`src/arnv_pkg.sv`:
```
// Purpose: constants and types for the add-on reset and nv memory control register
// Assumes: 32-bit add-on register bus with byte addresses
// Notes:   one register at 3Ch
package arnv_pkg;
  localparam logic [7:0]  ARNV_REG_OFFSET   = 8'h3C;
  localparam logic [31:0] ARNV_RESET_VALUE  = 32'h00000000;
  localparam int          ARNV_EN_BIT       = 31;
  localparam int          ARNV_OP_HI_BIT    = 30;
  localparam int          ARNV_OP_LO_BIT    = 29;
  localparam int          ARNV_MBOX_CLR_BIT = 28;
  localparam int          ARNV_FIFO_RST_BIT = 27;
  localparam int          ARNV_DATA_LSB     = 16;
  localparam int          ARNV_DATA_W       = 8;
  localparam int          ARNV_ADDR_W       = 16;

  typedef enum logic [1:0] {
    ARNV_OP_ADDR_LO,
    ARNV_OP_ADDR_HI,
    ARNV_OP_WRITE,
    ARNV_OP_READ
  } arnv_op_t;

  typedef struct packed {
    logic                   wr;
    logic                   rd;
    logic [ARNV_ADDR_W-1:0] addr;
    logic [ARNV_DATA_W-1:0] wdata;
  } arnv_nv_req_t;
endpackage

```
`src/arnv_ctrl.sv`:
```
// Purpose: add-on reset control and external nv memory byte access register
// Assumes: add-on bus writes and reads are single-cycle strobes on i_ref_clk
// Notes:   nv memory pin timing lives outside; this block drives a request/ack port
`timescale 1ns/1ps
module arnv_ctrl
  import arnv_pkg::*;
(
  input  wire logic                   i_ref_clk,
  input  wire logic                   i_nrst,
  input  wire logic                   i_sel,
  input  wire logic                   i_wr,
  input  wire logic                   i_rd,
  input  wire logic [7:0]             i_addr,
  input  wire logic [31:0]            i_wdata,
  output logic      [31:0]            o_rdata,
  output logic                        o_mbox_flags_clr,
  output logic                        o_ptrd_fifo_rst,
  output arnv_nv_req_t                o_nv_req,
  input  wire logic                   i_nv_ack,
  input  wire logic [ARNV_DATA_W-1:0] i_nv_rdata
);
  typedef enum logic {ARNV_IDLE, ARNV_BUSY} arnv_state_t;

  arnv_state_t            state;
  arnv_op_t               op;
  logic [ARNV_DATA_W-1:0] data;
  logic                   reg_wr;
  logic                   start;
  arnv_op_t               wr_op;

  assign reg_wr = i_sel && i_wr && (i_addr == ARNV_REG_OFFSET);
  assign wr_op  = arnv_op_t'(i_wdata[ARNV_OP_HI_BIT:ARNV_OP_LO_BIT]);
  // accesses start only from idle with the enable bit written as one
  assign start  = reg_wr && (state == ARNV_IDLE) && i_wdata[ARNV_EN_BIT];

  // software reset pulses
  always_ff @(posedge i_ref_clk or negedge i_nrst) begin
    if (!i_nrst) begin
      o_mbox_flags_clr <= 1'b0;
      o_ptrd_fifo_rst  <= 1'b0;
    end else begin
      o_mbox_flags_clr <= reg_wr && i_wdata[ARNV_MBOX_CLR_BIT];
      o_ptrd_fifo_rst  <= reg_wr && i_wdata[ARNV_FIFO_RST_BIT];
    end
  end

  a_mbox_clr_pulse: assert property (@(posedge i_ref_clk) disable iff (!i_nrst)
    reg_wr && i_wdata[ARNV_MBOX_CLR_BIT]
    |=> o_mbox_flags_clr
        ##1 (!o_mbox_flags_clr || $past(reg_wr && i_wdata[ARNV_MBOX_CLR_BIT])))
    else $error("mailbox flag clear pulse missing");

  a_mbox_clr_source: assert property (@(posedge i_ref_clk) disable iff (!i_nrst)
    o_mbox_flags_clr
    |-> $past(reg_wr && i_wdata[ARNV_MBOX_CLR_BIT]))
    else $error("mailbox flag clear without request");

  a_fifo_rst_pulse: assert property (@(posedge i_ref_clk) disable iff (!i_nrst)
    o_ptrd_fifo_rst |-> $past(reg_wr && i_wdata[ARNV_FIFO_RST_BIT]))
    else $error("fifo reset pulse without request");

  a_fifo_rst_req: assert property (@(posedge i_ref_clk) disable iff (!i_nrst)
    reg_wr && i_wdata[ARNV_FIFO_RST_BIT]
    |=> o_ptrd_fifo_rst)
    else $error("fifo reset pulse missing");

  a_fifo_rst_end: assert property (@(posedge i_ref_clk) disable iff (!i_nrst)
    o_ptrd_fifo_rst && !(reg_wr && i_wdata[ARNV_FIFO_RST_BIT])
    |=> !o_ptrd_fifo_rst)
    else $error("fifo reset pulse too long");

  // access state: address loads finish at once, write and read wait for ack
  always_ff @(posedge i_ref_clk or negedge i_nrst) begin
    if (!i_nrst) begin
      state <= ARNV_IDLE;
      op    <= ARNV_OP_ADDR_LO;
    end else begin
      unique case (state)
        ARNV_IDLE: begin
          if (reg_wr) begin
            op <= wr_op;
          end
          if (start && (wr_op == ARNV_OP_WRITE || wr_op == ARNV_OP_READ)) begin
            state <= ARNV_BUSY;
          end
        end
        ARNV_BUSY: begin
          if (i_nv_ack) begin
            state <= ARNV_IDLE;
          end
        end
      endcase
    end
  end

  a_op_latch: assert property (@(posedge i_ref_clk) disable iff (!i_nrst)
    reg_wr && state == ARNV_IDLE
    |=> op == $past(wr_op))
    else $error("operation code not latched");

  a_busy_refuse: assert property (@(posedge i_ref_clk) disable iff (!i_nrst)
    reg_wr && state == ARNV_BUSY && !i_nv_ack
    |=> state == ARNV_BUSY && $stable(op) && $stable(data) && $stable(o_nv_req))
    else $error("write taken while busy");

  a_busy_holds: assert property (@(posedge i_ref_clk) disable iff (!i_nrst)
    state == ARNV_BUSY && !i_nv_ack
    |=> state == ARNV_BUSY && (o_nv_req.wr || o_nv_req.rd))
    else $error("ready reported before ack");

  a_ack_ready: assert property (@(posedge i_ref_clk) disable iff (!i_nrst)
    state == ARNV_BUSY && i_nv_ack
    |=> state == ARNV_IDLE && !o_nv_req.wr && !o_nv_req.rd)
    else $error("ready not reported after ack");

  a_addr_no_busy: assert property (@(posedge i_ref_clk) disable iff (!i_nrst)
    start && (wr_op == ARNV_OP_ADDR_LO || wr_op == ARNV_OP_ADDR_HI)
    |=> state == ARNV_IDLE && !o_nv_req.wr && !o_nv_req.rd)
    else $error("address load started a memory access");

  a_disabled_idle: assert property (@(posedge i_ref_clk) disable iff (!i_nrst)
    reg_wr && state == ARNV_IDLE && !i_wdata[ARNV_EN_BIT]
    |=> state == ARNV_IDLE && !o_nv_req.wr && !o_nv_req.rd)
    else $error("access started with enable low");

  // data byte, address bytes and memory request
  always_ff @(posedge i_ref_clk or negedge i_nrst) begin
    if (!i_nrst) begin
      data     <= '0;
      o_nv_req <= '0;
    end else begin
      if (reg_wr && state == ARNV_IDLE) begin
        data <= i_wdata[ARNV_DATA_LSB +: ARNV_DATA_W];
      end
      if (start) begin
        unique case (wr_op)
          ARNV_OP_ADDR_LO: o_nv_req.addr[7:0]  <= i_wdata[ARNV_DATA_LSB +: ARNV_DATA_W];
          ARNV_OP_ADDR_HI: o_nv_req.addr[15:8] <= i_wdata[ARNV_DATA_LSB +: ARNV_DATA_W];
          ARNV_OP_WRITE: begin
            o_nv_req.wdata <= i_wdata[ARNV_DATA_LSB +: ARNV_DATA_W];
            o_nv_req.wr    <= 1'b1;
          end
          ARNV_OP_READ:    o_nv_req.rd <= 1'b1;
        endcase
      end
      if (state == ARNV_BUSY && i_nv_ack) begin
        o_nv_req.wr <= 1'b0;
        o_nv_req.rd <= 1'b0;
        if (o_nv_req.rd) begin
          data <= i_nv_rdata;
        end
      end
    end
  end

  a_addr_lo_load: assert property (@(posedge i_ref_clk) disable iff (!i_nrst)
    start && wr_op == ARNV_OP_ADDR_LO
    |=> o_nv_req.addr[7:0] == $past(i_wdata[ARNV_DATA_LSB +: ARNV_DATA_W])
        && state == ARNV_IDLE)
    else $error("low address byte not loaded");

  a_addr_hi_load: assert property (@(posedge i_ref_clk) disable iff (!i_nrst)
    start && wr_op == ARNV_OP_ADDR_HI
    |=> o_nv_req.addr[15:8] == $past(i_wdata[ARNV_DATA_LSB +: ARNV_DATA_W]))
    else $error("high address byte not loaded");

  a_write_start: assert property (@(posedge i_ref_clk) disable iff (!i_nrst)
    start && wr_op == ARNV_OP_WRITE
    |=> o_nv_req.wr && state == ARNV_BUSY
        && o_nv_req.wdata == $past(i_wdata[ARNV_DATA_LSB +: ARNV_DATA_W]))
    else $error("nv write did not start");

  a_read_start: assert property (@(posedge i_ref_clk) disable iff (!i_nrst)
    start && wr_op == ARNV_OP_READ
    |=> o_nv_req.rd && !o_nv_req.wr && state == ARNV_BUSY)
    else $error("nv read did not start");

  a_busy_req_match: assert property (@(posedge i_ref_clk) disable iff (!i_nrst)
    (state == ARNV_BUSY) == (o_nv_req.wr || o_nv_req.rd))
    else $error("busy flag and memory request disagree");

  a_single_access: assert property (@(posedge i_ref_clk) disable iff (!i_nrst)
    !(o_nv_req.wr && o_nv_req.rd))
    else $error("write and read requested together");

  a_disabled_keep: assert property (@(posedge i_ref_clk) disable iff (!i_nrst)
    reg_wr && state == ARNV_IDLE && !i_wdata[ARNV_EN_BIT]
    |=> $stable(o_nv_req))
    else $error("memory request changed with enable low");

  a_write_keep: assert property (@(posedge i_ref_clk) disable iff (!i_nrst)
    state == ARNV_BUSY && o_nv_req.wr && i_nv_ack
    |=> $stable(data))
    else $error("data byte changed by write ack");

  a_read_data: assert property (@(posedge i_ref_clk) disable iff (!i_nrst)
    state == ARNV_BUSY && o_nv_req.rd && i_nv_ack
    |=> data == $past(i_nv_rdata))
    else $error("read byte not captured");

  // read-back
  always_ff @(posedge i_ref_clk or negedge i_nrst) begin
    if (!i_nrst) begin
      o_rdata <= ARNV_RESET_VALUE;
    end else if (i_sel && i_rd && i_addr == ARNV_REG_OFFSET) begin
      o_rdata <= {state == ARNV_BUSY, op, 5'h00, data, 16'h0000};
    end else begin
      o_rdata <= 32'h00000000;
    end
  end

  a_rdata_ready: assert property (@(posedge i_ref_clk) disable iff (!i_nrst)
    i_sel && i_rd && i_addr == ARNV_REG_OFFSET
    |=> o_rdata[ARNV_EN_BIT] == $past(state == ARNV_BUSY))
    else $error("ready bit read back wrong");

  a_rdata_fields: assert property (@(posedge i_ref_clk) disable iff (!i_nrst)
    i_sel && i_rd && i_addr == ARNV_REG_OFFSET
    |=> o_rdata[ARNV_OP_HI_BIT:ARNV_OP_LO_BIT] == $past(op)
        && o_rdata[ARNV_DATA_LSB +: ARNV_DATA_W] == $past(data))
    else $error("operation or data byte read back wrong");

  a_rdata_quiet: assert property (@(posedge i_ref_clk) disable iff (!i_nrst)
    !(i_sel && i_rd && i_addr == ARNV_REG_OFFSET)
    |=> o_rdata == 32'h00000000)
    else $error("read data shown without a read");
endmodule

```
`config.mk`:
```
export PLATFORM = sky130hd
export DESIGN_NAME = arnv_ctrl
export DESIGN_NICKNAME = d
export VERILOG_FILES = /design/src/arnv_pkg.sv /design/src/arnv_ctrl.sv
export SDC_FILE = /design/constraint.sdc
export NUM_CORES = 1
export LEC_CHECK = 0
export BUFFER_PORTS_ARGS = -buffer_cell sky130_fd_sc_hd__buf_2
export CELL_PAD_IN_SITES_DETAIL_PLACEMENT = 0
export CELL_PAD_IN_SITES_GLOBAL_PLACEMENT = 1
export CORE_UTILIZATION = 33
export CTS_CLUSTER_DIAMETER = 100
export CTS_CLUSTER_SIZE = 14
export DETAILED_ROUTE_END_ITERATION = 12
export PLACE_DENSITY_LB_ADDON = 0.08
export REMOVE_ABC_BUFFERS = 1
export SYNTH_ARGS = -nofsm -noshare
export SYNTH_HDL_FRONTEND = slang
export SYNTH_SLANG_ARGS = --single-unit
```
`constraint.sdc`:
```
create_clock -name i_ref_clk -period 1.8 [get_ports i_ref_clk]
set_clock_uncertainty 0.05 [all_clocks]
set_input_delay 0.09 -clock i_ref_clk [delete_from_list [all_inputs] [get_ports i_ref_clk]]
set_output_delay 0.09 -clock i_ref_clk [all_outputs]
set_load 0.01 [all_outputs]
```
==> summary.md <==
| Metric | Value |
|---|---|
| Status | `complete, no violations` |
| DIE AREA | `6900 um^2` |
| Total clock sinks | `50` |
| Worst R2R End | `o_nv_req[12]$_DFFE_PN0P_` |
| Worst-Margin Slew | `508 ps` |
| Post-synthesis register bit count | `50` |
| Via count | `1496` |
| Number of global-route vias before repair | `1426` |
| Ant diodes | `0` |
| Final worst-path cycle share | `between 80% and 90%` |
| Share of flip-flops with an asynchronous set or reset | `between 90% and 100%` |
| CORE AREA | `6350 um^2` |
| Path depth of the worst reg2reg path | `5` |
| Non-filler cells, final | `345` |
| Hold Path Class | `primary input to flip-flop` |
| Largest net degree at the start of global routing | `46` |
| Die height | `83.1 um` |
| Number of flops mapped to enable cells by yosys | `0` |
| Fmax | `625 MHz` |
| Multi-input logic area | `about 810 um^2` |
| Worst-skew pair later-pin latency | `300 ps` |
| Final Util | `about 45%` |
| Uppermost layer routed | `met4` |
| Wire length per cell | `13.2 um` |
| Die width | `slightly above 80 um` |
| Fin. max-slew vios | `0` |
| CTS Buffer Depth | `2` |
| Total Power | `1.97 mW` |
| Yosys top cell area share | `57.7%` |
| CTS tree | `done` |
| Htree depth | `2` |
| DRT iter0 DRCs | `52` |
| Initial Util | `34.1%` |
| VDD IR max | `between 0.0003 and 0.0004 V` |
| CTS hold repair buffers | `13` |
| Crit Reg-Reg Startpoint | `state$_DFF_PN0_` |
| Sequential fraction of the synthesis area | `57.7%` |
| Unrepaired setup endpoints after global routing | `false` |
| Tot GR Track Use | `13.6%` |
| Std cell rows | `29` |
| Worst reg2reg setup slack | `200 ps` |
| Cts repair resizes | `0` |
| Commonest register cell after synthesis | `dfrtp_1` |
| Yosys warnings | `0` |
| Setup crit start | `state$_DFF_PN0_` |
| Total of max-cap violations | `0` |
| Period minus WS final | `1600 ps` |
| Initial DRT Pass Iterations | `4` |
| Post-Route M1 WL | `roughly 2.2 mm` |
| Crit path max fanout | `8` |
| Nets | `roughly 320` |
| Final wirelength | `4.57 mm` |
| Setup_tns | `0 ps` |
| Post-Place Cells | `324` |
| CP Class | `flip-flop to flip-flop` |
| Met2 WL | `2.01 mm` |
| Cts bufs inserted | `5` |
| Setup crit end | `o_nv_req[12]$_DFFE_PN0P_` |
| Final WS setup | `199 ps` |
| Worst EP required | `1940 ps` |
| Root Driver | `clkbuf_8` |
| Critical path capture point type | `flip-flop` |
| Final setup viols | `0` |
| Register clock-pin slew on the reported worst setup and hold paths | `100 ps` |
| Initial antenna violation count | `0` |
| Startpoint types | `flip-flop` |
| Commonest cells post-synth | `dfrtp_1 (50), mux2_2 (24), buf_4 (21)` |
| WP data arrival | `1740 ps` |
| Cell variety after synth | `23` |
| Final hold violation count | `0` |
| PwrDens | `693 nW/um^2` |
| P_leak | `1.57 nW` |
| Vias per std cell | `4.34` |
| DP HPWL | `approximately 3.2 mm` |
| PortBufs | `73` |
| # DRC | `0` |
| Register area | `1250 um^2` |
| Met3 Wirelength | `292 um` |
| Ports | `114` |
| Share of cells above drive strength 1 | `46.6%` |
| Largest area contributor in the synthesized netlist | `dfrtp_1` |
| Syn-to-layout area delta | `30.8%` |
| Most common cell in the netlist | `dfrtp_1` |
| GR Overflow Total | `0` |
| Synth top area cells | `dfrtp_1 (58%), mux2_2 (12%), buf_4 (7.3%), nand3_1 (4.4%), and2_1 (3.5%)` |
| Routed Antenna Nets | `0` |
| Place WS | `122 ps` |
| Mapped Avg Cell Area | `12.5 um^2` |
| Post-CTS setup buffers | `0` |
| Final Wtd Congestion | `approximately 0.76` |
| Relative slew slack | `66.0%` |
| Mapped cell area | `2170 um^2` |
| Synthesized netlist cell count | `173` |
| First-pass GRT wire length | `about 7.4 mm` |
| # fillers | `633` |
-- power by group --
part	switching [mW]	internal [mW]	total, mW
sequential	0.00371	1.13	1.13
clock	0.373	0.311	0.684
combinational	0.0842	0.0626	0.147
-- critical path, stage by stage, from the launching register on --
cell,delay (ps)
dfrtp_1,390
inv_1,120
nand3_1,190
nor4_4,240
buf_12,170
mux2_2,330
-- state kept, by name, indices dropped and copies added, names as in the netlist --
signal            flops
o_rdata              11
data                  8
o_mbox_flags_clr      1
op                    2
o_nv_req             26
o_ptrd_fifo_rst       1
state                 1
-- stage by stage --
stage	hold slack (ps)	cell area [um^2]
after floorplan	-256	2070
after global placement	-120	2620
after detailed placement	-121	2620
after CTS	1.82	2840
after global routing	11.1	2840
final	12.8	2840
-- final cells by class --
type	count	area share [%]
flip-flops and latches	50	44.1
clock buffers	7	3.04
well taps	77	3.40
clock inverters	1	0.176
multi-input cells	115	28.5
repair buffers	92	20.4
inverters	3	0.397
-- layer usage --
metal	track usage, %	vias to the layer above
met1	18.3	690
li1	-	741
met4	4.23	0
met2	20.7	59
met3	4.57	6
met5	0	-
-- worst min path at each step --
stage	startpoint	to	slack [ps]	cells past startpoint
2_1_floorplan	i_nrst	data[0]$_DFF_PN0_	-260	0
3_3_place_gp	i_nrst	o_rdata[22]$_DFF_PN0_	-120	1
3_5_place_dp	i_nrst	o_rdata[20]$_DFF_PN0_	-120	1
4_1_cts	i_wdata[21]	o_nv_req[13]$_DFFE_PN0P_	2	2
5_1_grt	i_wdata[21]	o_nv_req[21]$_DFFE_PN0P_	10	2
6_report	i_wdata[21]	o_nv_req[5]$_DFFE_PN0P_	10	2
-- layout by cell type, fill, tap and decap left out, types with 2 or more instances in the layout --
cell	count
a2bb2oi_1	2
and2_1	12
and4bb_2	2
buf_12	3
buf_2	73
buf_4	3
clkbuf_8	6
conb_1	21
dfrtp_1	50
dlygate4sd3_1	13
inv_1	3
mux2_2	24
nand2_1	11
nand3_1	19
nand4_1	2
nor2_1	2
nor3_1	2
nor4_4	2
o21ai_0	2
or3b_2	8
-- cells by family after synthesis --
family                 count (synthesis)  synth area share (%)
other                                  1                 0.173
AO/OA/AOI/OAI                          5                  1.56
flip-flops                            50                  57.7
buffers and inverters                 28                  8.48
multiplexers                          24                  12.5
AND/OR/NAND/NOR                       65                  19.6
Note: power is estimated with default switching activity, not from simulation.
